--- config.mk ---
export PLATFORM = sky130hd
export DESIGN_NAME = arc_result_bank
export DESIGN_NICKNAME = d
export VERILOG_FILES = /design/src/hw/arc_pkg.sv /design/src/hw/arc_result_bank.sv /design/src/hw/arc_result_slot.sv
export SDC_FILE = /design/constraint.sdc
export NUM_CORES = 1
export LEC_CHECK = 0
export BUFFER_PORTS_ARGS = -buffer_cell sky130_fd_sc_hd__buf_2
export CAP_MARGIN = 15
export CORE_ASPECT_RATIO = 0.75
export CORE_UTILIZATION = 40
export DETAILED_ROUTE_END_ITERATION = 8
export PLACE_DENSITY = 0.62
export RECOVER_POWER = 50
export SLEW_MARGIN = 30
export SYNTH_ARGS = -nofsm -noshare
export SYNTH_HDL_FRONTEND = slang
export SYNTH_SLANG_ARGS = --single-unit
--- constraint.sdc ---
create_clock -name clk_sys_i -period 1.4 [get_ports clk_sys_i]
set_input_delay 0.07 -clock clk_sys_i [delete_from_list [all_inputs] [get_ports clk_sys_i]]
set_output_delay 0.07 -clock clk_sys_i [all_outputs]
set_load 0.005 [all_outputs]
--- src/hw/arc_pkg.sv ---
package arc_pkg;

  // ****************************************************************
  // Widths and channel count
  // ****************************************************************
  localparam int ARC_ADDR_W = 8;
  localparam int ARC_BYTE_W = 8;
  localparam int ARC_RES_W = 16;
  localparam int ARC_NCH = 7;
  localparam int ARC_CH_W = 3;

  // ****************************************************************
  // Register offsets: high byte at the offset, low byte at offset + 1
  // ****************************************************************
  localparam logic [7:0] ARC_OFS_INPUT_BUS_VOLTAGE = 8'h35;
  localparam logic [7:0] ARC_OFS_ADAPTER_ONE_VOLTAGE = 8'h37;
  localparam logic [7:0] ARC_OFS_ADAPTER_TWO_VOLTAGE = 8'h39;
  localparam logic [7:0] ARC_OFS_BATTERY_SENSE_VOLTAGE = 8'h3b;
  localparam logic [7:0] ARC_OFS_SYSTEM_RAIL_VOLTAGE = 8'h3d;
  localparam logic [7:0] ARC_OFS_THERMISTOR_RATIO = 8'h3f;
  localparam logic [7:0] ARC_OFS_DIE_TEMPERATURE = 8'h41;
  localparam logic [7:0] ARC_OFS_LO_STEP = 8'h01;

  // Offsets indexed by channel number
  localparam logic [ARC_NCH-1:0][7:0] ARC_OFS_TABLE = {
    ARC_OFS_DIE_TEMPERATURE, ARC_OFS_THERMISTOR_RATIO, ARC_OFS_SYSTEM_RAIL_VOLTAGE,
    ARC_OFS_BATTERY_SENSE_VOLTAGE, ARC_OFS_ADAPTER_TWO_VOLTAGE, ARC_OFS_ADAPTER_ONE_VOLTAGE,
    ARC_OFS_INPUT_BUS_VOLTAGE};

  // ****************************************************************
  // Field layout and reset values
  // ****************************************************************
  localparam int ARC_HI_MSB = 15;
  localparam int ARC_HI_LSB = 8;
  localparam int ARC_LO_MSB = 7;
  localparam int ARC_LO_LSB = 0;
  localparam logic [15:0] ARC_RES_RESET = 16'h0000;
  localparam logic [7:0] ARC_UNMAPPED_DATA = 8'h00;

  // ****************************************************************
  // Channel numbering
  // ****************************************************************
  typedef enum logic [2:0] {
    ARC_CH_INPUT_BUS_VOLTAGE,
    ARC_CH_ADAPTER_ONE_VOLTAGE,
    ARC_CH_ADAPTER_TWO_VOLTAGE,
    ARC_CH_BATTERY_SENSE_VOLTAGE,
    ARC_CH_SYSTEM_RAIL_VOLTAGE,
    ARC_CH_THERMISTOR_RATIO,
    ARC_CH_DIE_TEMPERATURE
  } arc_chan_t;

  // ****************************************************************
  // Carriers
  // ****************************************************************
  // New conversion result from the converter
  typedef struct packed {
    logic valid;
    arc_chan_t chan;
    logic [15:0] value;
  } arc_upd_t;

  // Register port request
  typedef struct packed {
    logic rd;
    logic wr;
    logic [7:0] addr;
    logic [7:0] wdata;
  } arc_req_t;

  // Register port answer
  typedef struct packed {
    logic valid;
    logic [7:0] data;
  } arc_rsp_t;

endpackage : arc_pkg

--- src/hw/arc_result_bank.sv ---
`timescale 1ns/100ps
// How it works
// - Input bus voltage result, 16-bit unsigned, 1 mV steps, at 35h, zero at reset.
// - First adapter voltage result, 16-bit unsigned, 1 mV steps, at 37h, zero at reset.
// - Second adapter voltage result, 16-bit unsigned, 1 mV steps, at 39h, zero at reset.
// - Battery sense voltage result, 16-bit unsigned, 1 mV steps, at 3Bh, zero at reset.
// - System rail voltage result, 16-bit unsigned, 1 mV steps, at 3Dh, zero at reset.
// - Thermistor ratio result, 16-bit percentage, 0.0976563% steps, at 3Fh, zero at reset.
// - Die temperature, 16-bit two's complement, 0.5 C steps, at 41h, zero at reset.
module arc_result_bank
  import arc_pkg::*;
(
  // Clock, reset, enable
  input wire logic clk_sys_i,
  input wire logic rst_b_i,
  input wire logic en_i,
  // Converter results
  input wire arc_upd_t upd_i,
  // Register port
  input wire arc_req_t req_i,
  output arc_rsp_t rsp_o
);

  // ****************************************************************
  // Result storage
  // ****************************************************************
  logic [ARC_NCH-1:0][15:0] res;

  // One slot per channel, loaded only by the converter
  genvar gi;
  generate
    for (gi = 0; gi < ARC_NCH; gi++) begin : g_slot
      arc_result_slot u_slot (
        .clk_sys_i(clk_sys_i),
        .rst_b_i(rst_b_i),
        .en_i(en_i),
        .ld_i(upd_i.valid && (upd_i.chan == arc_chan_t'(gi))),
        .value_i(upd_i.value),
        .value_o(res[gi])
      );
    end
  endgenerate

  // ****************************************************************
  // Read decode
  // ****************************************************************
  typedef struct packed {
    arc_rsp_t rsp;
  } arc_bank_st_t;

  arc_bank_st_t st_r;
  arc_bank_st_t st_nxt;
  logic [7:0] rd_byte;

  // Byte select; write requests never reach the slots
  always_comb begin
    rd_byte = ARC_UNMAPPED_DATA;
    for (int i = 0; i < ARC_NCH; i++) begin
      if (req_i.addr == ARC_OFS_TABLE[i]) begin
        rd_byte = res[i][ARC_HI_MSB:ARC_HI_LSB];
      end else if (req_i.addr == ARC_OFS_TABLE[i] + ARC_OFS_LO_STEP) begin
        rd_byte = res[i][ARC_LO_MSB:ARC_LO_LSB];
      end
    end
  end

  // Answer one cycle after the read; write strobe is ignored on purpose
  always_comb begin
    st_nxt = st_r;
    st_nxt.rsp.valid = req_i.rd;
    if (req_i.rd) begin
      st_nxt.rsp.data = rd_byte;
    end
  end

  // Data holds until the next read so a slow reader can sample it late
  always_ff @(posedge clk_sys_i) begin
    if (!rst_b_i) begin
      st_r.rsp <= '0;
    end else if (en_i) begin
      st_r <= st_nxt;
    end
  end

  assign rsp_o = st_r.rsp;

  // ****************************************************************
  // Assertions
  // ****************************************************************
  property p_bus_hi;
    @(posedge clk_sys_i) disable iff (!rst_b_i)
      en_i && req_i.rd && req_i.addr == ARC_OFS_INPUT_BUS_VOLTAGE
      |=> rsp_o.valid && rsp_o.data == $past(res[0][15:8]);
  endproperty
  a_bus_hi: assert property (p_bus_hi) else $error("bus voltage high byte wrong");

  property p_ad1_lo;
    @(posedge clk_sys_i) disable iff (!rst_b_i)
      en_i && req_i.rd && req_i.addr == ARC_OFS_ADAPTER_ONE_VOLTAGE + ARC_OFS_LO_STEP
      |=> rsp_o.data == $past(res[1][7:0]);
  endproperty
  a_ad1_lo: assert property (p_ad1_lo) else $error("adapter one low byte wrong");

  property p_ad2_hi;
    @(posedge clk_sys_i) disable iff (!rst_b_i)
      en_i && req_i.rd && req_i.addr == ARC_OFS_ADAPTER_TWO_VOLTAGE
      |=> rsp_o.data == $past(res[2][15:8]);
  endproperty
  a_ad2_hi: assert property (p_ad2_hi) else $error("adapter two high byte wrong");

  property p_bat_load;
    @(posedge clk_sys_i) disable iff (!rst_b_i)
      en_i && upd_i.valid && upd_i.chan == ARC_CH_BATTERY_SENSE_VOLTAGE
      |=> res[3] == $past(upd_i.value);
  endproperty
  a_bat_load: assert property (p_bat_load) else $error("battery result not loaded");

  property p_sys_lo;
    @(posedge clk_sys_i) disable iff (!rst_b_i)
      en_i && req_i.rd && req_i.addr == ARC_OFS_SYSTEM_RAIL_VOLTAGE + ARC_OFS_LO_STEP
      |=> rsp_o.data == $past(res[4][7:0]);
  endproperty
  a_sys_lo: assert property (p_sys_lo) else $error("system rail low byte wrong");

  property p_ts_hi;
    @(posedge clk_sys_i) disable iff (!rst_b_i)
      en_i && req_i.rd && req_i.addr == ARC_OFS_THERMISTOR_RATIO
      |=> rsp_o.data == $past(res[5][15:8]);
  endproperty
  a_ts_hi: assert property (p_ts_hi) else $error("thermistor high byte wrong");

  property p_die_rd;
    @(posedge clk_sys_i) disable iff (!rst_b_i)
      en_i && req_i.rd && req_i.addr == ARC_OFS_DIE_TEMPERATURE
      ##1 en_i && req_i.rd && req_i.addr == ARC_OFS_DIE_TEMPERATURE + ARC_OFS_LO_STEP
      |=> rsp_o.data == $past(res[6][7:0]) && $past(rsp_o.data) == $past(res[6][15:8], 2);
  endproperty
  a_die_rd: assert property (p_die_rd) else $error("die temperature pair wrong");

  property p_wr_ignored;
    @(posedge clk_sys_i) disable iff (!rst_b_i)
      req_i.wr && !upd_i.valid |=> $stable(res);
  endproperty
  a_wr_ignored: assert property (p_wr_ignored) else $error("write changed a result");

  property p_reset_zero;
    @(posedge clk_sys_i)
      !rst_b_i |=> res == '0 && !rsp_o.valid && rsp_o.data == 8'h00;
  endproperty
  a_reset_zero: assert property (p_reset_zero) else $error("reset did not clear bank");

  property p_unmapped;
    @(posedge clk_sys_i) disable iff (!rst_b_i)
      en_i && req_i.rd
      && (req_i.addr < ARC_OFS_INPUT_BUS_VOLTAGE || req_i.addr > ARC_OFS_DIE_TEMPERATURE + ARC_OFS_LO_STEP)
      |=> rsp_o.data == ARC_UNMAPPED_DATA;
  endproperty
  a_unmapped: assert property (p_unmapped) else $error("unmapped read not zero");

  property p_freeze;
    @(posedge clk_sys_i) disable iff (!rst_b_i)
      !en_i |=> $stable(res) && $stable(rsp_o);
  endproperty
  a_freeze: assert property (p_freeze) else $error("state moved while disabled");

  property p_bus_lo;
    @(posedge clk_sys_i) disable iff (!rst_b_i)
      en_i && req_i.rd && req_i.addr == ARC_OFS_INPUT_BUS_VOLTAGE + ARC_OFS_LO_STEP
      |=> rsp_o.valid && rsp_o.data == $past(res[0][7:0]);
  endproperty
  a_bus_lo: assert property (p_bus_lo) else $error("bus voltage low byte wrong");

  property p_ad1_hi;
    @(posedge clk_sys_i) disable iff (!rst_b_i)
      en_i && req_i.rd && req_i.addr == ARC_OFS_ADAPTER_ONE_VOLTAGE
      |=> rsp_o.valid && rsp_o.data == $past(res[1][15:8]);
  endproperty
  a_ad1_hi: assert property (p_ad1_hi) else $error("adapter one high byte wrong");

  property p_ad2_lo;
    @(posedge clk_sys_i) disable iff (!rst_b_i)
      en_i && req_i.rd && req_i.addr == ARC_OFS_ADAPTER_TWO_VOLTAGE + ARC_OFS_LO_STEP
      |=> rsp_o.valid && rsp_o.data == $past(res[2][7:0]);
  endproperty
  a_ad2_lo: assert property (p_ad2_lo) else $error("adapter two low byte wrong");

  property p_bat_hi;
    @(posedge clk_sys_i) disable iff (!rst_b_i)
      en_i && req_i.rd && req_i.addr == ARC_OFS_BATTERY_SENSE_VOLTAGE
      |=> rsp_o.valid && rsp_o.data == $past(res[3][15:8]);
  endproperty
  a_bat_hi: assert property (p_bat_hi) else $error("battery high byte wrong");

  property p_sys_hi;
    @(posedge clk_sys_i) disable iff (!rst_b_i)
      en_i && req_i.rd && req_i.addr == ARC_OFS_SYSTEM_RAIL_VOLTAGE
      |=> rsp_o.valid && rsp_o.data == $past(res[4][15:8]);
  endproperty
  a_sys_hi: assert property (p_sys_hi) else $error("system rail high byte wrong");

  property p_ts_lo;
    @(posedge clk_sys_i) disable iff (!rst_b_i)
      en_i && req_i.rd && req_i.addr == ARC_OFS_THERMISTOR_RATIO + ARC_OFS_LO_STEP
      |=> rsp_o.valid && rsp_o.data == $past(res[5][7:0]);
  endproperty
  a_ts_lo: assert property (p_ts_lo) else $error("thermistor low byte wrong");

  property p_die_load;
    @(posedge clk_sys_i) disable iff (!rst_b_i)
      en_i && upd_i.valid && upd_i.chan == ARC_CH_DIE_TEMPERATURE
      |=> res[6] == $past(upd_i.value);
  endproperty
  a_die_load: assert property (p_die_load) else $error("die temperature not loaded");

  // Valid marks accepted reads only, so a host never takes a stale byte
  property p_valid_only_rd;
    @(posedge clk_sys_i) disable iff (!rst_b_i)
      en_i && !req_i.rd |=> !rsp_o.valid;
  endproperty
  a_valid_only_rd: assert property (p_valid_only_rd) else $error("answer without a read");

  property p_data_hold;
    @(posedge clk_sys_i) disable iff (!rst_b_i)
      en_i && !req_i.rd |=> $stable(rsp_o.data);
  endproperty
  a_data_hold: assert property (p_data_hold) else $error("read data moved without a read");

  // Channel code 7 names no slot and must leave every result alone
  property p_stray_chan;
    @(posedge clk_sys_i) disable iff (!rst_b_i)
      en_i && upd_i.valid && upd_i.chan == 3'h7 |=> $stable(res);
  endproperty
  a_stray_chan: assert property (p_stray_chan) else $error("stray channel changed a result");

  // Main scenarios
  c_update_then_read: cover property (@(posedge clk_sys_i) disable iff (!rst_b_i)
    en_i && upd_i.valid ##1 en_i && req_i.rd);
  c_write_attempt: cover property (@(posedge clk_sys_i) disable iff (!rst_b_i) en_i && req_i.wr);
  c_die_pair: cover property (@(posedge clk_sys_i) disable iff (!rst_b_i)
    req_i.rd && req_i.addr == ARC_OFS_DIE_TEMPERATURE
    ##1 req_i.rd && req_i.addr == ARC_OFS_DIE_TEMPERATURE + ARC_OFS_LO_STEP);
  c_frozen_read: cover property (@(posedge clk_sys_i) disable iff (!rst_b_i) !en_i && req_i.rd);

endmodule : arc_result_bank

--- src/hw/arc_result_slot.sv ---
`timescale 1ns/100ps
module arc_result_slot
  import arc_pkg::*;
(
  // Clock, reset, enable
  input wire logic clk_sys_i,
  input wire logic rst_b_i,
  input wire logic en_i,
  // Load from converter
  input wire logic ld_i,
  input wire logic [15:0] value_i,
  // Stored result
  output logic [15:0] value_o
);

  // ****************************************************************
  // State
  // ****************************************************************
  typedef struct packed {
    logic [15:0] value;
  } arc_slot_st_t;

  arc_slot_st_t st_r;
  arc_slot_st_t st_nxt;

  // Only the converter may change the value; the host has no path here
  always_comb begin
    st_nxt = st_r;
    if (ld_i) begin
      st_nxt.value = value_i;
    end
  end

  // Cleared to zero at reset, frozen while the enable is low
  always_ff @(posedge clk_sys_i) begin
    if (!rst_b_i) begin
      st_r.value <= ARC_RES_RESET;
    end else if (en_i) begin
      st_r <= st_nxt;
    end
  end

  assign value_o = st_r.value;

endmodule : arc_result_slot

==> results.toml, run 1 <==
[status]
outcome = "completed"

[power]
p_leak_nw = 2.541
p_sw_frac = 0.2353
pwr-share-seq = 0.408
cellPowerDensity_nw_per_um2 = 1170
p_comb_frac = 0.084
p_sw_w = 0.002040
ir_drop_v = 0.0008806
power_frac_clock = 0.508
intPower_w = 0.006628

[detailed_routing]
firstDrtPassIters = 5
vias = 5337
wire_per_inst_um = 18.09
ant_nets = 0
drc = 0
routed_wl_mm = 17.64
avgViaCountPerCell = 5.474
drt-initial-drc-count = 331

[timing]
whs_ps = 11.02
setup_viol = 0
post-route-period-util = 0.9608
min_period_ps = 1345
skew_ps = 9.438
finalHoldViolations = 0
worstMarginPinSlew_ps = 644.5
drv_slew = 0
fmax_mhz = 743.4
slew_headroom = 0.5703
rsz0062_at_grt = "true"

[yosys]
synthFlopType = "dfxtp_1"
syn_area_sq_um = 5887
synth-edff-count = 0
ys_async_sr_fraction = 0
ys_seq_area_frac = 0.4115
synthCells = 687
synth-seq-cells = 121
synth_nets = 728
ys_types = 55
ys_warn_count = 0
syn_avg_cell_area_sq_um = 8.569

[clocking]
numCtsBuffers = 17
cts_root_buf = "clkbuf_16"
cts_tree = "done"
cts_buffer_depth = 2
clk-insertion-delay-late_ps = 420
htree_levels = 4
cts.reportedPaths.clkPinSlew_ps = 60
cts_sinks = 121

[global_route]
track_usage = 0.2415
antenna_found_initial = 0
grt_pass1_wl_mm = 27.46
grt_pass1_vias = 4884
grt_max_degree = 50
grt_overflow = 0

[die]
dieArea_sq_um = 15210
ioPinCount = 50
fp.coreArea_sq_um = 14030
die_h_um = 107.1
die_width_um = 142.1
floorplan.initialDensity = 0.4197
rows = 37

[worst_setup_path]
cp-end-kind = "flip-flop"
critPathRequiredTime_ps = 1740
r2r_start = "g_slot[1].u_slot.value_o[15]$_SDFFE_PN0P_"
arrival_ps = 1690
endpoint = "rsp_o[7]$_SDFFE_PN0P_"
reg2reg_slack_ps = 50
worstRegToRegCells = 5
r2r_end = "rsp_o[7]$_SDFFE_PN0P_"
cp-startpoint = "g_slot[1].u_slot.value_o[15]$_SDFFE_PN0P_"
path_max_fanout = 2
startpoint_type = "flip-flop"
crit_type = "flip-flop to flip-flop"

[placement]
gp_congestion = 0.9178
port_buffers = 40
detailed_place_hpwl_mm = 12.50

[finish]
syn_to_final_growth_pct = 25.91
final_cell_mix = "nand2_1, dfxtp_1, mux2i_1, nor2b_1, a21boi_0"
fin_util = 0.5284
final_common_cell = "nand2_1"
layout-drive-gt1-share = 0.2013
fin_nets = 808
num_antenna_cells = 0

[hold_path]
hp-class = "primary input to flip-flop"

[job]
max_cap_viol_count = 0
-- final cells by class --
cell class / instances / area, sq um
Clock buffer: 22 / 484.2
Clock inverter: 10 / 117.6
Fill cell: 1303 / 6615
Inverter: 2 / 7.507
Multi-Input combinational cell: 510 / 3229
Sequential cell: 121 / 2422
Tap cell: 195 / 244.0
Timing Repair Buffer: 115 / 907.1
-- state kept, by name (all words and copies together) (netlist names) --
name and cells:
rsp_o 9, g_slot.u_slot.value_o 112
-- kinds of logic (layout without fill, tap and decap cells) --
kind of cell	Yosys count	after routing	synth area share
AND/OR/NAND/NOR	279	279	0.2340
flip-flops	121	121	0.4115
buffers and inverters	56	149	0.04654
multiplexers	64	64	0.1107
AO/OA/AOI/OAI	167	167	0.1972
-- routing by layer --
metal / share of wire / vias up / global-route usage
met2: 0.45 / 182 / 0.3680
met3: 0.056 / 25 / 0.05136
met5: 0 / - / 0
met4: 0.011 / 0 / 0.07527
li1: - / 2560 / -
met1: 0.49 / 2570 / 0.3385
-- worst min path at each step --
stage                     startpoint                                   endpoint  slack, ps  cells past startpoint
after CTS                   upd_i[0]   g_slot[0].u_slot.value_o[0]$_SDFFE_PN0P_        0.3                      3
after detailed placement   upd_i[13]  g_slot[2].u_slot.value_o[13]$_SDFFE_PN0P_        410                      3
after floorplan            upd_i[13]  g_slot[2].u_slot.value_o[13]$_SDFFE_PN0P_        200                      2
after global placement     upd_i[13]  g_slot[0].u_slot.value_o[13]$_SDFFE_PN0P_        400                      3
after global routing        upd_i[2]   g_slot[0].u_slot.value_o[2]$_SDFFE_PN0P_          6                      3
final                       upd_i[2]   g_slot[0].u_slot.value_o[2]$_SDFFE_PN0P_         10                      3
-- through the flow --
stage	cell area [sq um]	total power (W)	worst slack, ps	std cells	setup TNS (ps)
global route	7412	0.008958	-34.33	975	-48.50
detailed placement	6684	0.004301	-183.4	930	-1098
global placement	6684	0.004288	-200.2	930	-993.6
finish	7412	0.008669	54.86	975	0
CTS	7406	0.008701	16.00	974	0
floorplan	5887	0.003954	15.03	687	0
-- synth_stat cells, drive strengths merged, types with 4 or more instances --
library cell / count / area share
buf: 30 / 0.030
nor2b: 53 / 0.056
nand2b: 6 / 0.0064
clkbuf: 24 / 0.015
nor2: 21 / 0.014
a21oi: 13 / 0.011
a22oi: 14 / 0.018
nand2: 147 / 0.094
mux2i: 55 / 0.094
and2: 5 / 0.0053
o2bb2ai: 7 / 0.010
o22ai: 10 / 0.011
a21boi: 65 / 0.083
dfxtp: 121 / 0.41
a31oi: 10 / 0.011
a211oi: 4 / 0.0051
o211ai: 4 / 0.0051
nor3: 10 / 0.010
nand3b: 7 / 0.0096
nand3: 11 / 0.0094
mux2: 9 / 0.017
o21ai: 24 / 0.020
-- what timing repair did --
action | 4_1_cts | 5_1_grt
hold buffers | 12 | 1
resized for setup | 0 | 8
buffers inserted | 0 | 0
hold endpoints to repair | 36 | 1
setup endpoints to repair | 0 | 4
-- power groups by stage --
stage                     clock, W  sequential, W  combinational, W
after CTS                  0.00445        0.00353          0.000724
after global placement           0        0.00360          0.000684
after floorplan                  0        0.00360          0.000359
after global routing       0.00464        0.00354          0.000785
after detailed placement         0        0.00361          0.000696
final                      0.00441        0.00353          0.000728
-- critical path: stages (launching register included) --
cell     delay [ps]
dfxtp_1         350
mux2_2          160
a22oi_2          60
o21ai_1         130
or4b_4          460
o22ai_1         100
Power figures use the tool's default switching activity.
==> inputs of run 2 (changes only) <==
BUFFER_PORTS_ARGS = -buffer_cell sky130_fd_sc_hd__clkbuf_2   (was -buffer_cell sky130_fd_sc_hd__buf_2)
CAP_MARGIN = 30   (was 15)
CTS_CLUSTER_DIAMETER = 200   (was unset)
==> results.toml, run 2 (synthesis gave the netlist of run 1 again) <==
[status]
outcome = "completed"

[placement]
detailed_place_hpwl_mm = 12.83
numPlacedInstances = 934
port_buffers = 40
gp_congestion = 0.9186
placed_cell_area_sq_um = 6676
place_ws_ps = -376.1

[finish]
largest_reg_flops = 112
instances_no_fill = 971
final_area_sq_um = 7347
layout-drive-gt1-share = 0.2036
final_cell_mix = "nand2_1, dfxtp_1, mux2i_1, nor2b_1, buf_4"
syn_to_final_growth_pct = 24.80
multiInputGateArea_sq_um = 3212
num_antenna_cells = 0
fin_nets = 804
seqCellArea_sq_um = 2425
final_common_cell = "nand2_1"
fillers = 1297

[global_route]
grt_pass1_wl_mm = 27.61
grt_max_degree = 65
antenna_found_initial = 0
met2_usage = 0.3869
grtUsageMet3 = 0.05806
grt_util_met1 = 0.3342
track_usage = 0.2442
grt_busiest_layer = "met2"
grt_overflow = 0
grt_pass1_vias = 4864

[clocking]
cts_root_buf = "clkbuf_16"
cts_tree = "done"
cts_buffer_depth = 2
cts.reportedPaths.clkPinSlew_ps = 60
cts_sinks = 121
clk-insertion-delay-late_ps = 420
numCtsBuffers = 17
postCtsSetupBuffers = 0
htree_levels = 4

[die]
die_h_um = 107.1
floorplan.initialDensity = 0.4197
die_width_um = 142.1
fp.coreArea_sq_um = 14030
dieArea_sq_um = 15210
rows = 37
ioPinCount = 50

[hold_path]
hp-class = "primary input to flip-flop"

[detailed_routing]
drt-initial-drc-count = 291
routed_wl_mm = 17.74
wire_per_inst_um = 18.27
drc = 0
firstDrtPassIters = 5
vias = 5226
avgViaCountPerCell = 5.382
ant_nets = 0

[timing]
skew_ps = 7.677
post-route-period-util = 0.9476
worstMarginPinSlew_ps = 1006
drv_slew = 0
setup_viol = 0
fmax_mhz = 753.8
finalHoldViolations = 0
min_period_ps = 1327
slew_headroom = 0.3295
finalSetupTns_ps = 0
whs_ps = 21.48
rsz0062_at_grt = "false"
setup_ws_ps = 73.31

[power]
p_leak_nw = 2.528
ir_drop_v = 0.0008390
cellPowerDensity_nw_per_um2 = 1228

[worst_setup_path]
path_max_fanout = 2
startpoint_type = "flip-flop"
cp-end-kind = "flip-flop"
crit_type = "flip-flop to flip-flop"
arrival_ps = 1640
critPathRequiredTime_ps = 1710

[job]
max_cap_viol_count = 0
[run 2: critical path, stage by stage (launching register included)]
cell,delay (ps)
dfxtp_1,330
mux2_2,150
nand2_1,70
a21oi_1,250
a211oi_1,90
o41ai_1,330
[run 2: layer usage]
metal | routed length, um | part of all wire
met2 | 7951 | 0.45
met3 | 785 | 0.044
met5 | 0 | 0
met4 | 127 | 0.0072
met1 | 8874 | 0.50
[run 2: final timing paths]
| kind | from | end | slack, ps | cells past startpoint |
|---|---|---|---|---|
| max | g_slot[1].u_slot.value_o[14]$_SDFFE_PN0P_ | rsp_o[6]$_SDFFE_PN0P_ | 70 | 5 |
| min | en_i | rsp_o[8]$_SDFFE_PN0P_ | 20 | 3 |
| max reg2reg | g_slot[1].u_slot.value_o[14]$_SDFFE_PN0P_ | rsp_o[6]$_SDFFE_PN0P_ | 70 | 5 |
| min reg2reg | g_slot[0].u_slot.value_o[11]$_SDFFE_PN0P_ | g_slot[0].u_slot.value_o[11]$_SDFFE_PN0P_ | 450 | 2 |
[run 2: area by class of cell]
| type | count | share of cell area |
|---|---|---|
| sequential | 121 | 0.3300 |
| clock buffer | 19 | 0.06165 |
| multi-input combinational | 510 | 0.4372 |
| tap | 195 | 0.03321 |
| clock inverter | 13 | 0.02606 |
| timing repair buffer | 111 | 0.1109 |
| inverter | 2 | 0.001022 |
[run 2: repair_timing]
item | 4_1_cts | 5_1_grt
pin swaps | 0 | 0
hold buffers | 5 | 0
hold endpoints to repair | 9 | 0
resized for setup | 2 | 4
setup endpoints to repair | 2 | 4
[run 2: report_power, final]
group | internal [W] | switching, W | leakage, nW
logic | 0.000304 | 0.000406 | 1.24
clock network | 0.00309 | 0.00169 | 0.307
registers | 0.00350 | 0.0000335 | 0.979
[run 2: per-stage QoR]
stage,power (W),util
2_1_floorplan,0.003954,-
3_3_place_gp,0.004294,0.4760
3_5_place_dp,0.004304,0.4760
4_1_cts,0.009070,0.5262
5_1_grt,0.009298,0.5238
6_report,0.009024,0.5238
==> inputs of run 3 (changes only) <==
PLACE_DENSITY = unset   (was 0.62)
clock period = 1.6 ns   (was 1.4 ns; I/O delays follow)
==> results.toml, run 3 (synthesis gave the netlist of run 1 again) <==
[finish]
syn_to_final_growth_pct = 18.04
layout-drive-gt1-share = 0.1635
instances_no_fill = 941
final_cell_mix = "nand2_1, dfxtp_1, mux2i_1, nor2b_1, a21boi_0"
num_antenna_cells = 0
seqCellArea_sq_um = 2422
largest_reg_flops = 112
final_common_cell = "nand2_1"
multiInputGateArea_sq_um = 3196
fillers = 1359
fin_util = 0.4954
fin_nets = 776

[clocking]
cts.reportedPaths.clkPinSlew_ps = 60
cts_root_buf = "clkbuf_16"
numCtsBuffers = 17
postCtsSetupBuffers = 0
clk-insertion-delay-late_ps = 410
htree_levels = 4
cts_tree = "done"
cts_sinks = 121
cts_buffer_depth = 2

[die]
ioPinCount = 50
rows = 37
fp.coreArea_sq_um = 14030
die_h_um = 107.1
die_width_um = 142.1
floorplan.initialDensity = 0.4197
dieArea_sq_um = 15210

[global_route]
grt_pass1_vias = 4911
grt_overflow = 0
grt_pass1_wl_mm = 26.91
antenna_found_initial = 0
grt_max_degree = 50
track_usage = 0.2345

[job]
max_cap_viol_count = 0

[detailed_routing]
drc = 0
routed_wl_mm = 16.89
vias = 5163
firstDrtPassIters = 5
drt-initial-drc-count = 421
wire_per_inst_um = 17.95
avgViaCountPerCell = 5.487
ant_nets = 0

[worst_setup_path]
r2r_start = "g_slot[5].u_slot.value_o[8]$_SDFFE_PN0P_"
crit_type = "flip-flop to flip-flop"
worstRegToRegCells = 4
max_stage_delay_ps = 460
cp_cell_sequence = "mux2i_1 -> nor2_1 -> a2111oi_0 -> a31oi_1"
r2r_end = "rsp_o[0]$_SDFFE_PN0P_"
arrival_ps = 1690
path_max_fanout = 2
cp_slowest_cell = "a2111oi_0"
startpoint_type = "flip-flop"
reg2reg_slack_ps = 190
critPathRequiredTime_ps = 1880
cp-end-kind = "flip-flop"

[timing]
setup_ws_ps = 194.8
rsz0062_at_grt = "false"
fmax_mhz = 711.7
worstMarginPinSlew_ps = 809.9
skew_ps = 8.088
slew_headroom = 0.4600
setup_viol = 0
finalHoldViolations = 0
drv_slew = 0
post-route-period-util = 0.8782
min_period_ps = 1405
finalSetupTns_ps = 0

[power]
cellPowerDensity_nw_per_um2 = 1029
p_leak_nw = 2.325
finalPower_w = 0.007154
ir_drop_v = 0.0006680

[placement]
detailed_place_hpwl_mm = 11.89
numPlacedInstances = 908
port_buffers = 40
gp_congestion = 0.8631
place_ws_ps = -140.3

[hold_path]
holdPathEnd = "g_slot[6].u_slot.value_o[2]$_SDFFE_PN0P_"
hp-start = "upd_i[2]"
hold_path_depth = 3
hp-class = "primary input to flip-flop"

[status]
outcome = "completed"
-- run 3: cell count changes in the layout (fill, tap and decap cells not counted), sizes merged --
cell / delta
buf: -24
bufinv: -3
inv: -3
clkinv: +2
dlygate4sd3: -2
-- run 3: area by class of cell --
type	instances	area share
timing repair buffer	83	0.07940
inverter	2	0.001080
clock inverter	9	0.01116
clock buffer	21	0.06482
multi-input combinational	510	0.4598
tap	195	0.03511
sequential	121	0.3486
-- run 3: worst max-delay path: cells and delay by family (launching register included) --
kind             cells  cell delay (ps)
AND/OR/NAND/NOR      1               90
multiplexers         1              270
AO/OA/AOI/OAI        2              600
flip-flops           1              320
-- run 3: power breakdown --
part | leakage (nW) | internal, W | switching, W
sequential | 0.978 | 0.00306 | 0.0000277
clock | 0.254 | 0.00214 | 0.00136
combinational | 1.09 | 0.000223 | 0.000337
-- run 3: worst max-delay path by stage --
stage                                              startpoint  slack (ps)               endpoint  depth (start not counted)
floorplan                                            req_i[9]         210  rsp_o[0]$_SDFFE_PN0P_                          7
global placement                                     req_i[9]         -50  rsp_o[0]$_SDFFE_PN0P_                          6
detailed placement                                   req_i[9]        -140  rsp_o[0]$_SDFFE_PN0P_                          6
CTS                 g_slot[0].u_slot.value_o[15]$_SDFFE_PN0P_         230  rsp_o[7]$_SDFFE_PN0P_                          5
global route         g_slot[5].u_slot.value_o[8]$_SDFFE_PN0P_          50  rsp_o[0]$_SDFFE_PN0P_                          4
finish               g_slot[5].u_slot.value_o[8]$_SDFFE_PN0P_         190  rsp_o[0]$_SDFFE_PN0P_                          4
-- run 3: metrics by stage --
| step | hold WS, ps | area [sq um] |
|---|---|---|
| after global placement | 418.2 | 6444 |
| after floorplan | 214.8 | 5887 |
| after CTS | 3.494 | 7002 |
| after detailed placement | 425.5 | 6444 |
| after global routing | 27.93 | 6949 |
| final | 16.38 | 6949 |
-- run 3: layer usage --
layer / part of all wire / global-route usage / vias to the layer above
li1: - / - / 2489
met5: 0 / 0 / -
met2: 0.44 / 0.3599 / 180
met1: 0.48 / 0.3286 / 2470
met4: 0.012 / 0.07527 / 0
met3: 0.061 / 0.04556 / 24
-- run 3: what timing repair did --
item,4_1_cts,5_1_grt
hold buffers,3,0
endpoints found under the setup margin,0,0
hold endpoints to repair,5,0
gates resized for setup,0,0
